File: src/inc/psc_defines.svh
// What this block does
// - the program address counter is a 15-bit one's complement counter.
// - code 00.0 halts, and a restart fetches from the address field.
// - codes 00.1 to 00.6 jump to the address field if that key is set.
// - code 00.7 stores the address plus one, then goes on at target + 1.
// - the top stage of a signed quantity is its sign, 1 meaning negative.
// - a short signed operand put in a wider register copies its sign up.
// - a 3-bit operand selector picks the group for operand addresses.
// - a 3-bit fetch selector picks the group for instruction fetches.
// - code 55.0 sends operands to the fetch group, 55.4 sends them back.
// - a group spans a 32,768-word space; a state number picks one of 8.
// - pages of 2,048 words in quarter pages, indexed by 12-bit entries.
// - in the restricted state, halt and I/O codes are refused.
// - a 13-bit address register holds the word being referenced.
// - a 28-bit data register catches each read and feeds each write.
`ifndef PSC_DEFINES_SVH
`define PSC_DEFINES_SVH
`define PSC_AW 15
`define PSC_SW 13
`define PSC_ZW 28
`define PSC_DW 24
`define PSC_PIW 12
`define PSC_QPAGE_LG 9
`define PSC_OP_HI 23
`define PSC_OP_LO 18
`define PSC_SUB_HI 17
`define PSC_SUB_LO 15
`define PSC_OP_JUMP 6'h00
`define PSC_OP_RELOC 6'h2D
`define PSC_IO_HI 3'h7
`define PSC_SUB_HALT 3'h0
`define PSC_SUB_LINK 3'h7
`define PSC_SUB_RIS 3'h0
`define PSC_SUB_ROS 3'h4
`define PSC_OFS_CTRL 8'h00
`define PSC_OFS_STATE 8'h04
`define PSC_OFS_PADDR 8'h08
`define PSC_OFS_STAT 8'h0C
`define PSC_OFS_SADDR 8'h10
`define PSC_OFS_ZDATA 8'h14
`define PSC_OFS_PIX 8'h20
`define PSC_B_GO 0
`define PSC_B_RESTR 7
`define PSC_B_HALTED 0
`define PSC_B_REFUSED 1
`define PSC_B_RIS 6
`endif

File: src/inc/psc_pkg.sv
package psc_pkg;
  typedef enum logic [2:0] {
    PSC_HALT, PSC_ISSUE, PSC_FWAIT, PSC_EXEC, PSC_LRD, PSC_LWR
  } psc_state_t;
  typedef logic [14:0] psc_addr_t;
  typedef logic [2:0] psc_grp_t;
endpackage : psc_pkg

File: src/inc/psc_reloc_if.sv
`timescale 1ns/1ps
`default_nettype none
interface psc_reloc_if;
  psc_pkg::psc_grp_t grp;
  psc_pkg::psc_addr_t laddr;
  logic [12:0] paddr;
  logic wr;
  psc_pkg::psc_grp_t wgrp;
  logic [11:0] wdata;
  psc_pkg::psc_grp_t rgrp;
  logic [11:0] rdata;
  modport ctl (output grp, laddr, wr, wgrp, wdata, rgrp,
               input paddr, rdata);
  modport map (input grp, laddr, wr, wgrp, wdata, rgrp,
               output paddr, rdata);
endinterface : psc_reloc_if
`default_nettype wire

File: src/psc_oc_add.sv
`timescale 1ns/1ps
`default_nettype none
module psc_oc_add #(
  parameter int W = 15
) (
  // operands
  input wire logic [W-1:0] i_a,
  input wire logic [W-1:0] i_b,
  // sum
  output logic [W-1:0] o_sum
);
  logic [W:0] raw;
  generate
    if (W < 2)
    begin : g_bad
      $error("psc_oc_add: width too small");
    end
  endgenerate
  // end-around carry gives modulus 2**W - 1
  always_comb
  begin
    raw = {1'b0, i_a} + {1'b0, i_b};
    o_sum = raw[W-1:0] + {{(W-1){1'b0}}, raw[W]};
  end
endmodule : psc_oc_add
`default_nettype wire

File: src/psc_reloc.sv
`timescale 1ns/1ps
`default_nettype none
`include "psc_defines.svh"
module psc_reloc #(
  parameter int GROUPS = 7
) (
  // clock and reset
  input wire logic i_ref_clk,
  input wire logic i_arst_n,
  input wire logic i_ce,
  // map side
  psc_reloc_if.map rif
);
  import psc_pkg::*;
  logic [`PSC_PIW-1:0] pix [1:GROUPS];
  logic [`PSC_PIW-1:0] next_pix [1:GROUPS];
  logic [`PSC_PIW+`PSC_QPAGE_LG:0] sum;
  generate
    if (GROUPS != 7)
    begin : g_bad
      $error("psc_reloc: group selector serves seven groups");
    end
  endgenerate
  // group 0 is absolute; groups 1..7 add a quarter-page base
  always_comb
  begin
    sum = '0;
    if (rif.grp != 3'h0)
      sum = {1'b0, pix[rif.grp], {`PSC_QPAGE_LG{1'b0}}};
    sum = sum + {{(`PSC_PIW-5){1'b0}}, rif.laddr};
    rif.paddr = sum[`PSC_SW-1:0];
    rif.rdata = (rif.rgrp == 3'h0) ? '0 : pix[rif.rgrp];
  end
  generate
    for (genvar g = 1; g <= GROUPS; g++)
    begin : g_pix
      always_comb
      begin
        next_pix[g] = pix[g];
        if (rif.wr && rif.wgrp == 3'(g))
          next_pix[g] = rif.wdata;
      end
      always_ff @(posedge i_ref_clk or negedge i_arst_n)
      begin
        if (!i_arst_n)
          pix[g] <= '0;
        else if (i_ce)
          pix[g] <= next_pix[g];
      end
    end
  endgenerate
endmodule : psc_reloc
`default_nettype wire

File: src/psc_top.sv
// The AHB-Lite interface to the registers and the register addresses were chosen for this implementation.
`timescale 1ns/1ps
`default_nettype none
`include "psc_defines.svh"
module psc_top (
  // clock, reset, enable
  input wire logic i_ref_clk,
  input wire logic i_arst_n,
  input wire logic i_ce,
  // ahb-lite slave
  input wire logic i_hsel,
  input wire logic [31:0] i_haddr,
  input wire logic [1:0] i_htrans,
  input wire logic i_hwrite,
  input wire logic [2:0] i_hsize,
  input wire logic [31:0] i_hwdata,
  input wire logic i_hready,
  output logic o_hreadyout,
  output logic o_hresp,
  output logic [31:0] o_hrdata,
  // console
  input wire logic [5:0] i_jump_key,
  output logic o_halted,
  // core storage
  output logic o_stor_req,
  output logic o_stor_we,
  output logic [`PSC_SW-1:0] o_stor_addr,
  output logic [`PSC_ZW-1:0] o_stor_wdata,
  input wire logic i_stor_ack,
  input wire logic [`PSC_ZW-1:0] i_stor_rdata
);
  import psc_pkg::*;

  ////////////////////////////////////////////////////////////////////////
  // sign extension of a 15-bit field into a data word
  function automatic logic [`PSC_DW-1:0] sext(input psc_addr_t v);
    sext = {{(`PSC_DW-`PSC_AW){v[`PSC_AW-1]}}, v};
  endfunction : sext

  ////////////////////////////////////////////////////////////////////////
  // jump key synchroniser: a change counts once stages two and three agree
  logic [5:0] k1, k2, k3, key;
  logic [5:0] next_key;
  always_comb
  begin
    next_key = (key & (k2 ^ k3)) | (k3 & ~(k2 ^ k3));
  end
  always_ff @(posedge i_ref_clk or negedge i_arst_n)
  begin
    if (!i_arst_n)
    begin
      k1 <= '0;
      k2 <= '0;
      k3 <= '0;
      key <= '0;
    end
    else if (i_ce)
    begin
      k1 <= i_jump_key;
      k2 <= k1;
      k3 <= k2;
      key <= next_key;
    end
  end

  ////////////////////////////////////////////////////////////////////////
  // sequencer state
  psc_state_t st, next_st;
  psc_addr_t pc, next_pc;
  logic [`PSC_SW-1:0] saddr, next_saddr;
  logic [`PSC_ZW-1:0] zdata, next_zdata;
  logic req, next_req, we, next_we;
  psc_grp_t osel, next_osel, isel, next_isel;
  logic operands_use_fetch_group, next_ris, restr, next_restr;
  logic refused, next_refused;
  psc_addr_t pc_inc, m_inc, m;
  logic [5:0] op;
  logic [2:0] sub;
  logic go, ref_clr;

  // ahb register side
  logic ap_valid, next_ap_valid, ap_write, next_ap_write;
  logic [7:0] ap_addr, next_ap_addr;
  logic [31:0] rdata, next_rdata;
  logic wr_hit;

  psc_reloc_if rif ();

  psc_oc_add #(.W(`PSC_AW)) u_pinc (
    .i_a(pc),
    .i_b(15'h0001),
    .o_sum(pc_inc)
  );
  psc_oc_add #(.W(`PSC_AW)) u_minc (
    .i_a(m),
    .i_b(15'h0001),
    .o_sum(m_inc)
  );
  psc_reloc #(.GROUPS(7)) u_reloc (
    .i_ref_clk(i_ref_clk),
    .i_arst_n(i_arst_n),
    .i_ce(i_ce),
    .rif(rif)
  );

  assign op = zdata[`PSC_OP_HI:`PSC_OP_LO];
  assign sub = zdata[`PSC_SUB_HI:`PSC_SUB_LO];
  assign m = zdata[`PSC_AW-1:0];
  assign wr_hit = ap_valid && ap_write;
  assign go = wr_hit && ap_addr == `PSC_OFS_CTRL && i_hwdata[`PSC_B_GO];
  assign ref_clr = wr_hit && ap_addr == `PSC_OFS_STAT &&
                   i_hwdata[`PSC_B_REFUSED];

  // fetches use the fetch group; operands use the selected group
  always_comb
  begin
    rif.laddr = (st == PSC_EXEC) ? m : pc;
    rif.grp = isel;
    if (st == PSC_EXEC && !operands_use_fetch_group)
      rif.grp = osel;
    rif.wr = wr_hit && ap_addr[7:5] == 3'h1;
    rif.wgrp = ap_addr[4:2];
    rif.wdata = i_hwdata[`PSC_PIW-1:0];
    rif.rgrp = i_haddr[4:2];
  end

  ////////////////////////////////////////////////////////////////////////
  // sequencer
  always_comb
  begin
    next_st = st;
    next_pc = pc;
    next_saddr = saddr;
    next_zdata = zdata;
    next_req = req;
    next_we = we;
    next_ris = operands_use_fetch_group;
    next_refused = refused;
    next_osel = osel;
    next_isel = isel;
    next_restr = restr;
    if (ref_clr)
      next_refused = 1'b0;
    case (st)
      PSC_HALT:
      begin
        // restart resumes at the counter, loaded from the halt address
        if (go)
          next_st = PSC_ISSUE;
      end
      PSC_ISSUE:
      begin
        next_saddr = rif.paddr;
        next_req = 1'b1;
        next_we = 1'b0;
        next_st = PSC_FWAIT;
      end
      PSC_FWAIT:
      begin
        if (i_stor_ack)
        begin
          next_req = 1'b0;
          next_zdata = i_stor_rdata;
          next_st = PSC_EXEC;
        end
      end
      PSC_EXEC:
      begin
        next_pc = pc_inc;
        next_st = PSC_ISSUE;
        if (op == `PSC_OP_JUMP)
        begin
          if (sub == `PSC_SUB_HALT)
          begin
            if (restr)
              next_refused = 1'b1;
            else
            begin
              next_pc = m;
              next_st = PSC_HALT;
            end
          end
          else if (sub == `PSC_SUB_LINK)
          begin
            next_saddr = rif.paddr;
            next_req = 1'b1;
            next_st = PSC_LRD;
          end
          else if (key[sub - 3'h1])
            next_pc = m;
          // a clear key keeps the incremented address
        end
        else if (op == `PSC_OP_RELOC)
        begin
          if (sub == `PSC_SUB_RIS)
            next_ris = 1'b1;
          else if (sub == `PSC_SUB_ROS)
            next_ris = 1'b0;
        end
        else if (restr && op[5:3] == `PSC_IO_HI)
          next_refused = 1'b1;
      end
      PSC_LRD:
      begin
        // zdata keeps the link instruction's target until the read answer, which replaces it with the link word
        if (i_stor_ack)
        begin
          next_zdata = {i_stor_rdata[`PSC_ZW-1:`PSC_AW], pc};
          next_we = 1'b1;
          next_st = PSC_LWR;
        end
      end
      PSC_LWR:
      begin
        if (i_stor_ack)
        begin
          next_req = 1'b0;
          next_we = 1'b0;
          next_st = PSC_ISSUE;
        end
      end
      default:
      begin
        next_st = PSC_HALT;
      end
    endcase
    // pc already holds target + 1 while the link word is written
    if (st == PSC_LWR && i_stor_ack)
      next_pc = pc;
    if (st == PSC_LRD && i_stor_ack)
      next_pc = m_inc;
    if (st == PSC_HALT && wr_hit)
    begin
      if (ap_addr == `PSC_OFS_PADDR)
        next_pc = i_hwdata[`PSC_AW-1:0];
      if (ap_addr == `PSC_OFS_STATE)
      begin
        next_osel = i_hwdata[2:0];
        next_isel = i_hwdata[5:3];
      end
    end
    if (wr_hit && ap_addr == `PSC_OFS_CTRL)
      next_restr = i_hwdata[`PSC_B_RESTR];
    // a refusal in the clearing cycle still lands
    if (st == PSC_EXEC && restr &&
        ((op == `PSC_OP_JUMP && sub == `PSC_SUB_HALT) ||
         op[5:3] == `PSC_IO_HI))
      next_refused = 1'b1;
  end

  always_ff @(posedge i_ref_clk or negedge i_arst_n)
  begin
    if (!i_arst_n)
    begin
      st <= PSC_HALT;
      pc <= '0;
      saddr <= '0;
      zdata <= '0;
      req <= 1'b0;
      we <= 1'b0;
      operands_use_fetch_group <= 1'b0;
      refused <= 1'b0;
      osel <= '0;
      isel <= '0;
      restr <= 1'b0;
    end
    else if (i_ce)
    begin
      st <= next_st;
      pc <= next_pc;
      saddr <= next_saddr;
      zdata <= next_zdata;
      req <= next_req;
      we <= next_we;
      operands_use_fetch_group <= next_ris;
      refused <= next_refused;
      osel <= next_osel;
      isel <= next_isel;
      restr <= next_restr;
    end
  end

  ////////////////////////////////////////////////////////////////////////
  // ahb-lite slave: zero wait states, always okay
  always_comb
  begin
    next_ap_valid = 1'b0;
    next_ap_write = ap_write;
    next_ap_addr = ap_addr;
    next_rdata = rdata;
    if (i_hready)
    begin
      next_ap_valid = i_hsel && i_htrans[1];
      next_ap_write = i_hwrite;
      next_ap_addr = {i_haddr[7:2], 2'b00};
      next_rdata = '0;
      if (i_hsel && i_htrans[1] && !i_hwrite)
      begin
        case ({i_haddr[7:2], 2'b00})
          `PSC_OFS_CTRL: next_rdata[`PSC_B_RESTR] = restr;
          `PSC_OFS_STATE:
            next_rdata[`PSC_B_RIS:0] = {operands_use_fetch_group, isel, osel};
          `PSC_OFS_PADDR: next_rdata[`PSC_DW-1:0] = sext(pc);
          `PSC_OFS_STAT:
            next_rdata[1:0] = {refused, st == PSC_HALT};
          `PSC_OFS_SADDR: next_rdata[`PSC_SW-1:0] = saddr;
          `PSC_OFS_ZDATA: next_rdata[`PSC_ZW-1:0] = zdata;
          default:
          begin
            if (i_haddr[7:5] == 3'h1)
              next_rdata[`PSC_PIW-1:0] = pix_rd(i_haddr[4:2]);
          end
        endcase
      end
    end
  end

  // page index readback goes through the map's read port
  function automatic logic [`PSC_PIW-1:0] pix_rd(input psc_grp_t g);
    pix_rd = (g == rif.rgrp) ? rif.rdata : '0;
  endfunction : pix_rd

  always_ff @(posedge i_ref_clk or negedge i_arst_n)
  begin
    if (!i_arst_n)
    begin
      ap_valid <= 1'b0;
      ap_write <= 1'b0;
      ap_addr <= '0;
      rdata <= '0;
    end
    else if (i_ce)
    begin
      ap_valid <= next_ap_valid;
      ap_write <= next_ap_write;
      ap_addr <= next_ap_addr;
      rdata <= next_rdata;
    end
  end

  assign o_hreadyout = 1'b1;
  assign o_hresp = 1'b0;
  assign o_hrdata = rdata;
  assign o_halted = (st == PSC_HALT);
  assign o_stor_req = req;
  assign o_stor_we = we;
  assign o_stor_addr = saddr;
  assign o_stor_wdata = zdata;
endmodule : psc_top
`default_nettype wire
File: config.mk
export PLATFORM = sky130hd
export DESIGN_NAME = psc_top
export DESIGN_NICKNAME = d
export VERILOG_FILES = /design/src/inc/psc_pkg.sv /design/src/inc/psc_reloc_if.sv /design/src/psc_oc_add.sv /design/src/psc_reloc.sv /design/src/psc_top.sv
export VERILOG_INCLUDE_DIRS = /design/src /design/src/inc
export SDC_FILE = /design/constraint.sdc
export NUM_CORES = 1
export LEC_CHECK = 0
export BUFFER_PORTS_ARGS = -buffer_cell sky130_fd_sc_hd__buf_2
export CELL_PAD_IN_SITES_DETAIL_PLACEMENT = 1
export CELL_PAD_IN_SITES_GLOBAL_PLACEMENT = 1
export CORE_UTILIZATION = 45
export CTS_BUF_LIST = sky130_fd_sc_hd__clkbuf_4 sky130_fd_sc_hd__clkbuf_8 sky130_fd_sc_hd__clkbuf_16
export CTS_CLUSTER_SIZE = 8
export DETAILED_ROUTE_END_ITERATION = 7
export GPL_ROUTABILITY_DRIVEN = 0
export PLACE_DENSITY = 0.89
export SYNTH_ARGS = -nofsm -noshare
export SYNTH_HDL_FRONTEND = slang
export SYNTH_SLANG_ARGS = --single-unit
File: constraint.sdc
create_clock -name i_ref_clk -period 9 [get_ports i_ref_clk]
set_input_delay 1.35 -clock i_ref_clk [delete_from_list [all_inputs] [get_ports i_ref_clk]]
set_output_delay 1.35 -clock i_ref_clk [all_outputs]
set_load 0.02 [all_outputs]
==> flow_summary.html <==
<table>
<tr><th>Metric</th><th>Value</th></tr>
<tr><th colspan="2">Logic synthesis</th></tr>
<tr><td>Area of the mapped netlist</td><td>12360 µm²</td></tr>
<tr><td>Synthesized-area fraction occupied by xor and xnor cells</td><td>0.01771</td></tr>
<tr><td>Register bit total from synthesis</td><td>214</td></tr>
<tr><td>Mux contribution to synthesized area</td><td>0.1910</td></tr>
<tr><td>Main synth FF type</td><td>dfrtp_1</td></tr>
<tr><td>Share of flip-flops with an asynchronous set or reset</td><td>1.000</td></tr>
<tr><td>Number of distinct library cells after synthesis</td><td>78</td></tr>
<tr><td>Share of the synthesized area in compound gates (AO/OA/AOI/OAI)</td><td>0.1688</td></tr>
<tr><td>Arithmetic-cell share of the synthesized area counting full adders, half adders and majority gates</td><td>0.01377</td></tr>
<tr><td>Sequential area share after synthesis</td><td>0.4332</td></tr>
<tr><td>Synthesis warning total</td><td>0</td></tr>
<tr><td>Synth Area in Simple Gates</td><td>0.1307</td></tr>
<tr><td>Gate Count Post-Synth</td><td>1223</td></tr>
<tr><td>Post-synthesis average cell area</td><td>10.11 µm²</td></tr>
<tr><td>Count of flip-flops with a built-in enable after synthesis</td><td>0</td></tr>
<tr><td>Dominant combinational cell family by area after synthesis</td><td>multiplexers</td></tr>
<tr><th colspan="2">Detailed routing</th></tr>
<tr><td>Post-detailed-route via-to-cell ratio</td><td>6.539</td></tr>
<tr><td>Number of optimization iterations in the first detailed-route pass</td><td>5</td></tr>
<tr><td>Total vias in the final route</td><td>10.76k</td></tr>
<tr><td>Number of DRC violations after detailed-routing iteration 0</td><td>821</td></tr>
<tr><td>Number of nets with antenna violations after routing</td><td>0</td></tr>
<tr><td>DRC violation count after routing</td><td>0</td></tr>
<tr><td>Final routed wire length divided by cell count</td><td>26.07 µm</td></tr>
<tr><td>Final Routed Wirelength</td><td>42890 µm</td></tr>
<tr><th colspan="2">Clock network</th></tr>
<tr><td>Number of post-CTS setup repair buffers</td><td>0</td></tr>
<tr><td>TritonCTS clock tree</td><td>done</td></tr>
<tr><td>Post-cts hold buffer count</td><td>0</td></tr>
<tr><td>Gates resized, CTS repair</td><td>0</td></tr>
<tr><td>Worst-Skew Late Latency</td><td>0.56 ns</td></tr>
<tr><td>TritonCTS buffer count</td><td>30</td></tr>
<tr><td>Master cell of the clock root buffer</td><td>clkbuf_16</td></tr>
<tr><td>Buffer depth of the longest clock path</td><td>3</td></tr>
<tr><td>Clock H-tree levels</td><td>1</td></tr>
<tr><td>TritonCTS Sinks</td><td>214</td></tr>
<tr><td>Clock slew at the register clock pins of the worst setup and hold paths</td><td>0.06 ns</td></tr>
<tr><th colspan="2">Global routing</th></tr>
<tr><td>Number of antenna violations at the first check in global routing</td><td>1</td></tr>
<tr><td>Congestion Overflow GR</td><td>0</td></tr>
<tr><td>Overall Global Routing Usage</td><td>0.3083</td></tr>
<tr><td>First-pass GRT wire length</td><td>67540 µm</td></tr>
<tr><td>Largest net degree at the start of global routing</td><td>108</td></tr>
<tr><td>Number of global-route vias before repair</td><td>11.57k</td></tr>
<tr><th colspan="2">Power and ir drop</th></tr>
<tr><td>Internal Pwr Total</td><td>2.265 mW</td></tr>
<tr><td>Overall power</td><td>3.929 mW</td></tr>
<tr><td>Power share of the sequential group</td><td>0.382</td></tr>
<tr><td>Leakage power summed over all cells</td><td>6.385 nW</td></tr>
<tr><td>Clk pwr share</td><td>0.258</td></tr>
<tr><td>Switching Fraction</td><td>0.4236</td></tr>
<tr><td>Sw power</td><td>1.665 mW</td></tr>
<tr><td>Peak supply drop</td><td>0.1437 mV</td></tr>
<tr><td>Comb pwr share</td><td>0.360</td></tr>
<tr><td>Power density of the placed cells</td><td>281.1 nW/µm²</td></tr>
<tr><th colspan="2">Timing</th></tr>
<tr><td>Worst rel slew slack</td><td>0.1683</td></tr>
<tr><td>Post-layout worst setup margin</td><td>5.074 ns</td></tr>
<tr><td>Actual slew at the worst max-slew pin</td><td>1.246 ns</td></tr>
<tr><td>Final-layout worst hold slack</td><td>0.4741 ns</td></tr>
<tr><td>Worst Clk Skew</td><td>0.03147 ns</td></tr>
<tr><td>Final worst path period need</td><td>3.926 ns</td></tr>
<tr><td>Setup total negative slack</td><td>0 ns</td></tr>
<tr><td>Endpoints failing hold</td><td>0</td></tr>
<tr><td>Slew Viols, Final</td><td>0</td></tr>
<tr><td>Maximum achievable frequency</td><td>254.7 MHz</td></tr>
<tr><td>Period Utilization, post-route</td><td>0.4362</td></tr>
<tr><td>Final setup violation count</td><td>0</td></tr>
<tr><td>Unrepaired setup endpoints after global routing</td><td>no</td></tr>
<tr><th colspan="2">Finish</th></tr>
<tr><td>Layout cells sized above 1</td><td>0.2768</td></tr>
<tr><td>Final Cell Area</td><td>13980 µm²</td></tr>
<tr><td>Ant. Diodes</td><td>0</td></tr>
<tr><td>Commonest non-fill, non-tap cell in the layout</td><td>dfrtp_1</td></tr>
<tr><td>NumNets Final</td><td>1426</td></tr>
<tr><td>Top library cells by usage in the layout, fill and taps aside</td><td>214 x dfrtp_1, 149 x mux2_2, 133 x buf_2</td></tr>
<tr><td>Area added between synthesis and finish</td><td>13.09%</td></tr>
<tr><th colspan="2">Critical path</th></tr>
<tr><td>Crit Path Max Fanout</td><td>15</td></tr>
<tr><td>Slowest cell on crit path</td><td>dfrtp_1</td></tr>
<tr><td>Kind of critical path</td><td>register to register</td></tr>
<tr><td>Delay of the slowest cell on the worst path</td><td>0.71 ns</td></tr>
<tr><td>Critical path arrival</td><td>4.37 ns</td></tr>
<tr><td>List of cells traversed by the critical path</td><td>and4_1, and3_1, nand4_1, nor2_1, ha_1, nand4_1, nor4_1, o21ai_1, or4_1, and4_1, o211a_1</td></tr>
<tr><td>Worst path buffer plus inverter count</td><td>0</td></tr>
<tr><td>Category of the worst setup path capture point</td><td>register</td></tr>
<tr><td>Endpoint required time on the critical path</td><td>9.45 ns</td></tr>
<tr><td>Kind of start point of the critical path</td><td>register</td></tr>
<tr><td>Largest delay share family, worst path</td><td>simple AND/OR/NAND/NOR gates</td></tr>
<tr><th colspan="2">Floorplanning</th></tr>
<tr><td>Std-Cell Core Area</td><td>26950 µm²</td></tr>
<tr><td>Die Area</td><td>28140 µm²</td></tr>
<tr><td>Num ports</td><td>188</td></tr>
<tr><td>Row Count</td><td>60</td></tr>
<tr><td>Initial cell density of the core</td><td>0.4586</td></tr>
<tr><td>Die Width</td><td>167.7 µm</td></tr>
<tr><td>Die boundary height</td><td>167.7 µm</td></tr>
<tr><th colspan="2">Flow run</th></tr>
<tr><td># Max-Cap Violations</td><td>0</td></tr>
<tr><th colspan="2">Min path</th></tr>
<tr><td>Min-delay worst type</td><td>register to register</td></tr>
<tr><th colspan="2">Status</th></tr>
<tr><td>Run status</td><td>finished, final reports clean</td></tr>
<tr><th colspan="2">Placed design</th></tr>
<tr><td>Count of buffers inserted at the top-level ports</td><td>134</td></tr>
<tr><td>Post-place setup slack</td><td>4.759 ns</td></tr>
<tr><td>Placed cell area</td><td>13190 µm²</td></tr>
<tr><td>Total half-perimeter wirelength after legalization and detailed placement</td><td>29310 µm</td></tr>
</table>
==> tightest hold or removal path, delay by kind of cell, from the launching register on <==
family | cells | cell delay, ns
flip-flops | 1 | 0.33
AO/OA/AOI/OAI | 1 | 0.06
AND/OR/NAND/NOR | 1 | 0.05
==> registers in the layout (all words and copies together), names as in the netlist, 3 cells and up, named ones only <==
signal / flops
u_reloc.pix: 84
o_hrdata: 28
o_stor_wdata: 28
pc: 15
o_stor_addr: 13
ap_addr: 6
k1: 6
k2: 6
k3: 6
isel: 3
osel: 3
st: 3
==> worst paths after layout <==
path	start	endpoint	slack, ns	cells past startpoint
setup / recovery	pc[3]	pc[13]	5.07	11
hold / removal	o_hrdata[11]	o_hrdata[11]	0.47	2
setup reg to reg	pc[3]	pc[13]	5.07	11
hold reg to reg	o_hrdata[11]	o_hrdata[11]	0.47	2
max in group asynchronous	i_arst_n	o_stor_wdata[2]	6.79	2
min in group asynchronous	i_arst_n	o_stor_wdata[25]	0.91	1
==> power groups by stage <==
stage	combinational, mW	clock, mW	sequential, mW
after floorplan	1.00	0	1.37
after global placement	1.30	0	1.48
after detailed placement	1.36	0	1.50
after CTS	1.39	1.03	1.48
after global routing	1.52	1.06	1.53
final	1.41	1.01	1.50
==> logic make-up after synthesis <==
logic type | Yosys count
simple gates | 324
compound gates | 310
flops | 214
mux | 201
buf+inv | 134
xor+xnor | 25
fa+ha+maj | 13
other cells | 2
==> per-layer routing <==
layer | track usage | wire, µm | part of all wire | vias up
li1 | - | - | - | 4649
met2 | 0.5221 | 21170 | 0.49 | 513
met4 | 0.1400 | 1902 | 0.044 | 2
met5 | 0 | 10 | 0.00023 | -
met1 | 0.3828 | 16750 | 0.39 | 5456
met3 | 0.05672 | 3058 | 0.071 | 136
==> stage by stage <==
stage                     instances    util
after global placement         1612  0.4893
after detailed placement       1612  0.4893
final                          1645  0.5187
after global routing           1645  0.5187
after CTS                      1645  0.5187
after floorplan                1227       -
==> synthesized netlist by cell type (all sizes together) (6+ instances only) <==
cell | instances | share of area
a221o | 10 | 0.0081
mux2i | 39 | 0.032
a211oi | 8 | 0.0053
a211o | 6 | 0.0043
nand2b | 9 | 0.0048
clkbuf | 70 | 0.021
nand3 | 21 | 0.0085
a21oi | 69 | 0.028
mux2 | 149 | 0.14
nor2b | 15 | 0.0076
o22ai | 20 | 0.010
a31oi | 20 | 0.010
o21ai | 67 | 0.027
a22o | 13 | 0.0092
and2 | 8 | 0.0040
nand4 | 14 | 0.0076
buf | 35 | 0.014
nor4 | 14 | 0.0076
inv | 29 | 0.0088
dfrtp | 214 | 0.43
nor3 | 14 | 0.0057
a21o | 8 | 0.0049
nor2 | 89 | 0.027
xnor2 | 20 | 0.014
a22oi | 21 | 0.013
a222oi | 8 | 0.0065
nand2 | 90 | 0.027
ha | 12 | 0.012
and3 | 15 | 0.0076
mux4 | 13 | 0.024
==> area by class of cell <==
cell class / count / area [µm²]
clock buffer: 33 / 790.8
fill: 2953 / 12970
inverter: 29 / 108.9
multi-input combinational: 879 / 6505
sequential: 214 / 5355
tap: 341 / 426.7
timing repair buffer: 149 / 792.0
No activity file was read; power rests on OpenSTA's default activity.
